## src/logic/gdms_pkg.sv

```systemverilog
/*
  Constants shared by the drive-mode block: register addresses, reset values,
  port geometry and the four pin drive-mode codes.
  Assumes an 8-bit register bus where registers sit at their printed offsets.
*/
`default_nettype none

package gdms_pkg;

  localparam int NUM_PORTS = 4;
  localparam int PORT_PINS = 8;
  localparam int ALL_PINS = NUM_PORTS * PORT_PINS;
  localparam int ADDR_W = 8;
  localparam int DATA_W = 8;

  // Pins actually bonded per port; the last port has only four.
  localparam int PORT_PIN_COUNT [NUM_PORTS] = '{8, 8, 8, 4};
  localparam logic [DATA_W-1:0] PORT_PIN_MASK [NUM_PORTS] = '{8'hFF, 8'hFF, 8'hFF, 8'h0F};

  // Most significant mode bit registers, one per port.
  localparam logic [ADDR_W-1:0] ADDR_MODE_HIGH [NUM_PORTS] = '{8'h01, 8'h05, 8'h09, 8'h0D};
  // Least significant mode bit registers, one per port.
  localparam logic [ADDR_W-1:0] ADDR_MODE_LOW [NUM_PORTS] = '{8'h00, 8'h04, 8'h08, 8'h0C};

  localparam logic [DATA_W-1:0] MODE_HIGH_RST = 8'hFF;
  localparam logic [DATA_W-1:0] MODE_LOW_RST = 8'h00;
  localparam logic [DATA_W-1:0] RDATA_IDLE = 8'h00;
  localparam logic [DATA_W-1:0] RDATA_UNMAPPED = 8'h00;
  localparam logic [DATA_W-1:0] BUS_RST = 8'h00;

  // Pin drive mode, written as {high bit, low bit}.
  localparam logic [1:0] MODE_PULLUP = 2'h0;
  localparam logic [1:0] MODE_STRONG = 2'h1;
  localparam logic [1:0] MODE_HIZ = 2'h2;
  localparam logic [1:0] MODE_OPEN_DRAIN_LOW = 2'h3;

endpackage

`default_nettype wire

```

## src/logic/gdms_mode_bank.sv

```systemverilog
/*
  One port's pair of drive-mode registers: low mode bits and high mode bits.
  Assumes write strobes are already decoded for this port and last one cycle.
*/
`default_nettype none

module gdms_mode_bank
  import gdms_pkg::*;
#(
  parameter int PINS = PORT_PINS
) (
  input wire logic i_clk,                   // System clock.
  input wire logic i_arst_n,                // Asynchronous reset, active low.
  input wire logic i_ce,                    // Clock enable; low freezes state.
  input wire logic i_wr_low,                // Write strobe, low mode bit register.
  input wire logic i_wr_high,               // Write strobe, high mode bit register.
  input wire logic [DATA_W-1:0] i_wdata,    // Write data.
  output logic [DATA_W-1:0] o_low_bits,     // Low mode bit of each pin.
  output logic [DATA_W-1:0] o_high_bits     // High mode bit of each pin.
);

  // Each register byte holds one mode bit for each pin of the port.
  for (genvar b = 0; b < PORT_PINS; b++) begin : g_bit
    if (b < PINS) begin : g_live
      logic low_ff;
      logic high_ff;

      always_ff @(posedge i_clk or negedge i_arst_n) begin
        if (!i_arst_n) begin
          low_ff <= MODE_LOW_RST[b];
        end else if (i_ce && i_wr_low) begin
          low_ff <= i_wdata[b];
        end
      end

      always_ff @(posedge i_clk or negedge i_arst_n) begin
        if (!i_arst_n) begin
          high_ff <= MODE_HIGH_RST[b];
        end else if (i_ce && i_wr_high) begin
          high_ff <= i_wdata[b];
        end
      end

      assign o_low_bits[b] = low_ff;
      assign o_high_bits[b] = high_ff;
    end else begin : g_absent
      // Unbonded pins stay in the reset mode for good.
      assign o_low_bits[b] = MODE_LOW_RST[b];
      assign o_high_bits[b] = MODE_HIGH_RST[b];
    end
  end

endmodule

`default_nettype wire

```

## src/logic/gdms_pin_drive.sv

```systemverilog
/*
  Output stage of one pin: turns the two-bit drive mode and the level to drive
  into registered driver controls, and samples the pin when its input is on.
  Assumes the pin input is synchronous to the system clock.
*/
`default_nettype none

module gdms_pin_drive
  import gdms_pkg::*;
(
  input wire logic i_clk,          // System clock.
  input wire logic i_arst_n,       // Asynchronous reset, active low.
  input wire logic i_ce,           // Clock enable; low freezes state.
  input wire logic [1:0] i_mode,   // Drive mode {high bit, low bit}.
  input wire logic i_level,        // Level the port wants on the pin.
  input wire logic i_pin_in,       // Level seen on the pin.
  output logic o_out,              // Strong driver value.
  output logic o_oe,               // Strong driver enable, high while driving.
  output logic o_pullup,           // Resistive pull-up enable.
  output logic o_ibuf_en,          // Digital input buffer enable.
  output logic o_din               // Sampled pin input, zero while disabled.
);

  logic nxt_out;
  logic nxt_oe;
  logic nxt_pullup;
  logic nxt_ibuf_en;

  always_comb begin
    nxt_out = 1'b0;
    nxt_oe = 1'b0;
    nxt_pullup = 1'b0;
    nxt_ibuf_en = 1'b1;
    case (i_mode)
      MODE_PULLUP: begin
        nxt_out = 1'b0;
        nxt_oe = ~i_level;
        nxt_pullup = i_level;
      end
      MODE_STRONG: begin
        nxt_out = i_level;
        nxt_oe = 1'b1;
      end
      MODE_HIZ: begin
        nxt_ibuf_en = 1'b0;
      end
      MODE_OPEN_DRAIN_LOW: begin
        nxt_out = 1'b0;
        nxt_oe = ~i_level;
      end
      default: begin
        nxt_ibuf_en = 1'b0;
      end
    endcase
  end

  // Driver controls follow mode and level every enabled cycle.
  always_ff @(posedge i_clk or negedge i_arst_n) begin
    if (!i_arst_n) begin
      o_out <= 1'b0;
      o_oe <= 1'b0;
      o_pullup <= 1'b0;
      o_ibuf_en <= 1'b0;
    end else if (i_ce) begin
      o_out <= nxt_out;
      o_oe <= nxt_oe;
      o_pullup <= nxt_pullup;
      o_ibuf_en <= nxt_ibuf_en;
    end
  end

  always_ff @(posedge i_clk or negedge i_arst_n) begin
    if (!i_arst_n) begin
      o_din <= 1'b0;
    end else if (i_ce) begin
      o_din <= nxt_ibuf_en & i_pin_in;
    end
  end

endmodule

`default_nettype wire

```

## src/logic/gdms_top.sv

```systemverilog
/*
  Drive-mode selection for four general purpose ports: the mode registers,
  their register-bus slave and one output stage per pin.
  Assumes a one-cycle write/read strobe bus with read data one cycle later,
  and pin drivers outside that obey out, enable and pull-up controls.
*/
//
// Behaviour
// - Each pin's output behaviour comes from a two-bit mode split over two registers.
// - Pin n uses bit n of both mode registers of its port.
// - First register gives the low mode bit, second register the high mode bit.
// - Each mode register holds one bit for each pin of its port: eight pins, four on port 3.
// - Mode 00: resistive high, strong low; mode 01: strong both levels.
// - Mode 10 floats the pin, disables input; high register resets to all ones.
// - Mode 11 drives low strongly, floats high; inputs should set data high.
// - Upper nibble of four-pin port registers reads the last data bus value.
// - High mode registers sit at 01h, 05h, 09h, 0Dh, readable and writable.
`default_nettype none

module gdms_top
  import gdms_pkg::*;
(
  input wire logic I_SYS_CLK,                  // System clock, 200 MHz.
  input wire logic I_ARST_N,                   // Asynchronous reset, active low.
  input wire logic I_CE,                       // Clock enable; low freezes state.
  input wire logic [ADDR_W-1:0] I_ADDR,        // Register address.
  input wire logic [DATA_W-1:0] I_WDATA,       // Register write data.
  input wire logic I_WR,                       // Write strobe.
  input wire logic I_RD,                       // Read strobe.
  input wire logic [ALL_PINS-1:0] I_PORT_LEVEL, // Port data bits, pin p*8+n.
  input wire logic [ALL_PINS-1:0] I_PIN_IN,    // Pin levels, pin p*8+n.
  output logic [DATA_W-1:0] O_RDATA,           // Read data, cycle after read.
  output logic [ALL_PINS-1:0] O_PIN_OUT,       // Strong driver value per pin.
  output logic [ALL_PINS-1:0] O_PIN_OE,        // Strong driver enable per pin.
  output logic [ALL_PINS-1:0] O_PIN_PULLUP,    // Resistive pull-up per pin.
  output logic [ALL_PINS-1:0] O_PIN_IBUF_EN,   // Input buffer enable per pin.
  output logic [ALL_PINS-1:0] O_PIN_DIN        // Sampled pin input per pin.
);

  logic [DATA_W-1:0] port_mode_low_bits [NUM_PORTS];
  logic [DATA_W-1:0] port_mode_high_bits [NUM_PORTS];
  logic [NUM_PORTS-1:0] wr_low;
  logic [NUM_PORTS-1:0] wr_high;
  logic [DATA_W-1:0] rd_value;
  logic [DATA_W-1:0] last_bus_ff;

  for (genvar p = 0; p < NUM_PORTS; p++) begin : g_port
    assign wr_low[p] = I_WR && (I_ADDR == ADDR_MODE_LOW[p]);
    assign wr_high[p] = I_WR && (I_ADDR == ADDR_MODE_HIGH[p]);

    gdms_mode_bank #(
      .PINS(PORT_PIN_COUNT[p])
    ) u_bank (
      .i_clk(I_SYS_CLK),
      .i_arst_n(I_ARST_N),
      .i_ce(I_CE),
      .i_wr_low(wr_low[p]),
      .i_wr_high(wr_high[p]),
      .i_wdata(I_WDATA),
      .o_low_bits(port_mode_low_bits[p]),
      .o_high_bits(port_mode_high_bits[p])
    );

    for (genvar n = 0; n < PORT_PINS; n++) begin : g_pin
      logic [1:0] pin_mode_pair;

      // Same bit position in both registers, high register as the upper bit.
      assign pin_mode_pair = {port_mode_high_bits[p][n], port_mode_low_bits[p][n]};

      gdms_pin_drive u_drive (
        .i_clk(I_SYS_CLK),
        .i_arst_n(I_ARST_N),
        .i_ce(I_CE),
        .i_mode(pin_mode_pair),
        .i_level(I_PORT_LEVEL[p*PORT_PINS+n]),
        .i_pin_in(I_PIN_IN[p*PORT_PINS+n]),
        .o_out(O_PIN_OUT[p*PORT_PINS+n]),
        .o_oe(O_PIN_OE[p*PORT_PINS+n]),
        .o_pullup(O_PIN_PULLUP[p*PORT_PINS+n]),
        .o_ibuf_en(O_PIN_IBUF_EN[p*PORT_PINS+n]),
        .o_din(O_PIN_DIN[p*PORT_PINS+n])
      );
    end
  end

  // Bits above a short port's pins show the last value on the data bus.
  always_comb begin
    rd_value = RDATA_UNMAPPED;
    for (int p = 0; p < NUM_PORTS; p++) begin
      if (I_ADDR == ADDR_MODE_LOW[p]) begin
        rd_value = (port_mode_low_bits[p] & PORT_PIN_MASK[p])
                 | (last_bus_ff & ~PORT_PIN_MASK[p]);
      end else if (I_ADDR == ADDR_MODE_HIGH[p]) begin
        rd_value = (port_mode_high_bits[p] & PORT_PIN_MASK[p])
                 | (last_bus_ff & ~PORT_PIN_MASK[p]);
      end
    end
  end

  // Tracks write data, and read data on reads with no write in the same cycle.
  always_ff @(posedge I_SYS_CLK or negedge I_ARST_N) begin
    if (!I_ARST_N) begin
      last_bus_ff <= BUS_RST;
    end else if (I_CE) begin
      if (I_WR) begin
        last_bus_ff <= I_WDATA;
      end else if (I_RD) begin
        last_bus_ff <= rd_value;
      end
    end
  end

  // Read data stands for one enabled cycle after the read strobe; low I_CE holds it longer.
  always_ff @(posedge I_SYS_CLK or negedge I_ARST_N) begin
    if (!I_ARST_N) begin
      O_RDATA <= RDATA_IDLE;
    end else if (I_CE) begin
      O_RDATA <= I_RD ? rd_value : RDATA_IDLE;
    end
  end

endmodule

`default_nettype wire

```

## config.mk

```make
export PLATFORM = sky130hd
export DESIGN_NAME = gdms_top
export DESIGN_NICKNAME = d
export VERILOG_FILES = /design/src/logic/gdms_pkg.sv /design/src/logic/gdms_mode_bank.sv /design/src/logic/gdms_pin_drive.sv /design/src/logic/gdms_top.sv
export SDC_FILE = /design/constraint.sdc
export NUM_CORES = 1
export LEC_CHECK = 0
export BUFFER_PORTS_ARGS = -buffer_cell sky130_fd_sc_hd__buf_2
export CORE_ASPECT_RATIO = 0.7
export CORE_MARGIN = 2
export CORE_UTILIZATION = 60
export DETAILED_ROUTE_END_ITERATION = 8
export GPL_TIMING_DRIVEN = 0
export PLACE_DENSITY = 0.95
export SYNTH_ARGS = -nofsm -noshare
export SYNTH_HDL_FRONTEND = slang
export SYNTH_HIERARCHICAL = 1
export SYNTH_SLANG_ARGS = --single-unit
```

## constraint.sdc

```tcl
create_clock -name I_SYS_CLK -period 2.55 [get_ports I_SYS_CLK]
set_clock_uncertainty 0.15 [all_clocks]
set_input_delay 0.1275 -clock I_SYS_CLK [delete_from_list [all_inputs] [get_ports I_SYS_CLK]]
set_output_delay 0.1275 -clock I_SYS_CLK [all_outputs]
set_load 0.03 [all_outputs]
```

# Word level (Yosys, flattened, before mapping)
# Index checks and enable logic that the tools add are counted.
[word_totals]
register_bits = 212
inputBits = 85
output_inout_bits = 168
[classes]
n_eq_ne = 91
mux = 123
bitwise_logic = 58
n_reduce_logical = 75
[op_table]
columns = ["cell", "count"]
rows = [
  ["2-bit equality test (second input constant)", 56],
  ["8-bit two-way mux", 11],
  ["1-bit two-way mux", 84],
  ["2-bit by 1-bit equality test with 1-bit output (second input constant)", 28],
  ["2-bit logical NOT", 28],
  ["1-bit case mux with 2 select lines", 28],
  ["2-bit OR reduction", 28],
  ["8-bit by 4-bit equality test with 1-bit output (second input constant)", 4],
  ["1-bit AND", 28],
  ["1-bit NOT", 28],
  ["8-bit by 3-bit equality test with 1-bit output (second input constant)", 2],
  ["1-bit logical AND", 16],
  ["4-bit by 8-bit bitwise OR with 8-bit output", 2],
  ["8-bit by 1-bit equality test with 1-bit output (second input constant)", 1],
  ["8-bit logical NOT", 1],
  ["2-bit AND reduction", 1],
  ["2-bit nonzero test", 1],
]

# Longest topological paths before layout
[logic_depth]
word_depth = 11
mapped_depth = 7
mapped_depth_nobuf = 6

# Modules after synthesis
# Netlist, hierarchy kept.
[by_module_without_submodules]
columns = ["mod", "n_inst", "cells_per_inst", "area_each_um2", "seq_area_each_um2"]
rows = [
  ["gdms_pin_drive", 32, 27, 290.3, 125.1],
  ["gdms_mode_bank (g_port[0].u_bank ...)", 3, 50, 723.2, 410.4],
  ["gdms_top", 1, 148, 1223.7, 300.3],
  ["gdms_mode_bank (g_port[3].u_bank)", 1, 36, 430.4, 205.2],
]

# Least setup slack after synthesis
# No wires, ideal clock.
[synth_path]
path_kind = "input port to flip-flop"
start = "input I_ADDR[2]"
end = "register g_port[2].u_bank.g_bit[0].g_live.low_ff"
setup_ns = 0.125
t_arrival_ns = 1.771
required_time_ns = 2.275
slack_ns = 0.504
stages = 7
path_buffers = 3
cell_sequence = "clkbuf_1 -> buf_2 -> buf_2 -> or4_1 -> nor3_1 -> nand2_2 -> mux2_2"
[synth_via]
elab_chain_cells = 3
[synth_rtl]
columns = ["element", "line_no", "text"]
rows = [
  ["start: declaration", "gdms_top.sv:26", "input wire logic [ADDR_W-1:0] I_ADDR,"],
  ["8-bit by 4-bit equality test with 1-bit output", "gdms_top.sv:48", "assign wr_low[p] = I_WR && (I_ADDR == ADDR_MODE_LOW[p]);"],
  ["1-bit logical AND", "gdms_top.sv:48", ""],
  ["net wr_low[2]", "gdms_top.sv:42", "logic [NUM_PORTS-1:0] wr_low;"],
  ["1-bit logical AND", "gdms_mode_bank.sv:31", "end else if (i_ce && i_wr_low) begin"],
  ["end signal: assignment", "gdms_mode_bank.sv:30", "low_ff <= MODE_LOW_RST[b];"],
  ["end signal: assignment", "gdms_mode_bank.sv:32", "low_ff <= i_wdata[b];"],
  ["end: declaration", "gdms_mode_bank.sv:25", "logic low_ff;"],
]
# The timed path passes the listed nets, and every way through them passes these cells.
# A chain may end at the register's enable or synchronous reset.

# Worst setup path after layout
[layout_path]
start = "input I_ADDR[5]"
end = "register g_port[3].u_bank.g_bit[0].g_live.low_ff"
[layout_via]
elab_chain_cells = 3
[layout_rtl]
columns = ["element", "line_no"]
rows = [
  ["8-bit by 4-bit equality test with 1-bit output", "gdms_top.sv:48"],
  ["1-bit logical AND", "gdms_top.sv:48"],
  ["net wr_low[3]", "gdms_top.sv:42"],
  ["1-bit logical AND", "gdms_mode_bank.sv:31"],
  ["end signal: assignment", "gdms_mode_bank.sv:30"],
  ["end signal: assignment", "gdms_mode_bank.sv:32"],
  ["end: declaration", "gdms_mode_bank.sv:25"],
]
# The timed path passes the listed nets, and every way through them passes these cells.

==> metrics.yaml <==
crit_family: "simple AND/OR/NAND/NOR gates"
setup_viol: 0
synth_top_area_cell: "dfrtp_1"
io_buffers: 250
clock_sinks: 228
syn_avg_cell_area_um2: 10.9
top_layer: "met4"
cts_buffer_depth: 3
cts_tree: "built"
hold_viol_final: 0
postCtsSetupRepairBufs: 0
slowest_stage: "or4_4"
cp_max_fo: 6
crit_type: "input pin to flop"
path_buf_inv: 2
gp_congestion: 0.884
dr.pass1.iters: 5
wl_met2_mm: 16.5
cap_violations: 0
drt_iter0_drc: 728
dieHeight_um: 128
cp_slowest_stage_delay_ns: 0.56
drive_gt1_share_pct: 35.2
yosysTopAreaCellShare_pct: 38.2
fillers: 1318
whs_ns: 0.181
fin_cells: 1855
rsz0062_at_grt: "false"
seq_area_frac_synth_pct: 43.8
fin_setup_tns_ns: 0
dp_hpwl_mm: 22.6
met3_length_mm: 2.58
die_area_um2: 23100
regArea_um2: 5740
postCtsHoldBufs: 74
synth_warnings: 6
startpoint_type: "input pin"
grt_pass1_wl_mm: 54.0
cts_root_buf: "clkbuf_16"
postLayoutCellArea_um2: 16300
syn2layout_area_growth_pct: 24.5
maxSlewHeadroom_pct: 48.2
arrival_ns: 2.67
core-area_um2: 21600
placed_area_um2: 14800
synth-edff-count: 0
cts_buffers: 23
slew_violations: 0
drc: 0
critical_path_required_ns: 2.79
min_period_ns: 2.43
wl_per_cell_um: 18.5
clk_pin_slew_ns: 0.07
vias: 10100
cts_resized: 0
multiInputGateArea_um2: 5760
drt-total-wl_mm: 34.3
antenna_found_initial: 1
grt_usage_pct: 29.2
synth_cell_types: 54
rows: 45
endpoint_kind: "flop"
grt_pass1_vias: 10500
fmax_mhz: 411
ir_worst_vdd_mv: 0.431
initial_core_util_pct: 60.8
p_leak_nw: 8.21
min_path_type: "input pin to flop"
dp.cells: 1739
worstSkewPairLatency_ns: 0.50
overflow: 0
grt_max_degree: 112
routed_via_density: 5.45
synth.cell_area_um2: 13100
worst_pin_slew_ns: 0.776
syn_inst: 1198
crit_top_cell: "nand2_1"
synth.area.top_cells: "dfrtp_1 (38%), ha_1 (12%), inv_1 (5.7%)"
cts_htree_levels: 1
p_per_area_nw_per_um2: 547
ys.flop_type: "dfrtp_1"
die_x_um: 181
ios: 253
finalCritPeriodShare_pct: 95.4
synth-async-reset-ratio_pct: 100
ant_nets: 0
worstPathCellList: "dlygate4sd3_1 -> buf_2 -> or4_4 -> nor2_1 -> nand2_1 -> nor3_1 -> nand2_1 -> mux2_2"
ys_ff_latch: 228
wl_met1_mm: 14.2
status: "finished, final reports clean"
nNetsFinal: 1769
## cell families (layout without fill, tap and decap cells)
logic type | after synthesis | count (layout) | synth area share, %
AND/OR/NAND/NOR | 254 | 254 | 12.7
adder cells (fa/ha/maj) | 128 | 128 | 12.2
AO/OA/AOI/OAI | 177 | 177 | 10.2
flip-flops | 228 | 228 | 43.8
multiplexers | 103 | 103 | 8.53
other | 2 | 9 | 0.0573
buffers and inverters | 306 | 674 | 12.5
## layer usage
layer,vias up,global-route usage (%)
met5,-,0
met4,0,8.54
met3,99,5.82
met2,469,50.6
met1,4928,37.5
li1,4615,-
## Yosys cell counts, drive strengths merged, types with 3 or more instances
master / number
buf: 102
a21o: 3
a221oi: 36
mux2: 60
mux2i: 42
nand3: 69
nor2b: 39
a21boi: 4
or2: 32
o31ai: 3
a211oi: 4
dfstp: 28
nand3b: 32
o211ai: 4
nor3: 7
dfrtp: 200
o21ai: 102
inv: 198
clkbuf: 6
o32ai: 3
a221o: 4
nand2: 18
a22oi: 3
ha: 128
nor2: 45
## flip-flops by register name, summed over array words and instances (netlist names)
signal / count
O_RDATA: 8
g_port.g_pin.u_drive/o_din: 32
g_port.g_pin.u_drive/o_ibuf_en: 32
g_port.g_pin.u_drive/o_oe: 32
g_port.g_pin.u_drive/o_out: 32
g_port.g_pin.u_drive/o_pullup: 32
g_port.u_bank/g_bit.g_live.high_ff: 28
g_port.u_bank/g_bit.g_live.low_ff: 28
last_bus_ff: 4
## area by class of cell
class	count	area share [%]
diodes	1	0.0153
plain buffers	108	5.48
clock buffers	32	4.04
clock inverters	9	0.514
inverters	198	4.55
multi-input cells	670	35.3
flip-flops and latches	228	35.2
well taps	282	2.16
repair buffers	327	12.8
## power breakdown
| group | internal [mW] | total [mW] | switching [mW] |
|---|---|---|---|
| logic | 0.620 | 1.63 | 1.01 |
| registers | 3.83 | 3.95 | 0.125 |
| clock network | 1.92 | 3.35 | 1.44 |
| total | 6.36 | 8.93 | 2.57 |
## worst register-to-register path: stages (launching register included)
cell      delay (ns)
dfstp_2         0.53
buf_4           0.14
a21boi_0        0.10
o32ai_1         0.38
o211ai_1        0.16
o211ai_1        0.24
## through the flow
| step | power, mW | setup slack, ns | utilization (%) |
|---|---|---|---|
| 2_1_floorplan | 4.95 | 0.504 | - |
| 3_3_place_gp | 5.42 | -2.70 | 68.3 |
| 3_5_place_dp | 5.49 | 0.116 | 68.7 |
| 4_1_cts | 8.93 | 0.199 | 75.7 |
| 5_1_grt | 9.26 | 0.0606 | 75.7 |
| 6_report | 8.93 | 0.118 | 75.7 |
## worst paths after layout
check,from,end,slack [ns],cells past startpoint
max in group asynchronous,I_ARST_N,g_port[1].u_bank/g_bit[5].g_live.high_ff,0.73,5
min in group asynchronous,I_ARST_N,g_port[0].g_pin[4].u_drive/o_din,0.54,4
max reg2reg,g_port[2].u_bank/g_bit[7].g_live.high_ff,last_bus_ff[7],0.75,5
min,I_ADDR[3],O_RDATA[3],0.18,5
min reg2reg,g_port[3].u_bank/g_bit[3].g_live.low_ff,g_port[3].u_bank/g_bit[3].g_live.low_ff,0.36,1
max,I_ADDR[5],g_port[3].u_bank/g_bit[0].g_live.low_ff,0.12,8
## layout by cell type (no fill, tap or decap), drive strengths merged, types with 7 or more instances in the layout
cell / count
mux2i: 42
nand3b: 32
dfrtp: 200
nor2b: 39
nand3: 69
clkbuf: 38
inv: 198
nor2: 45
ha: 128
dfstp: 28
dlygate4sd3: 73
clkinv: 7
a221oi: 36
buf: 356
or2: 32
conb: 8
o21ai: 102
mux2: 60
nand2: 18
nor3: 7
Note: power is estimated with default switching activity, not from simulation.
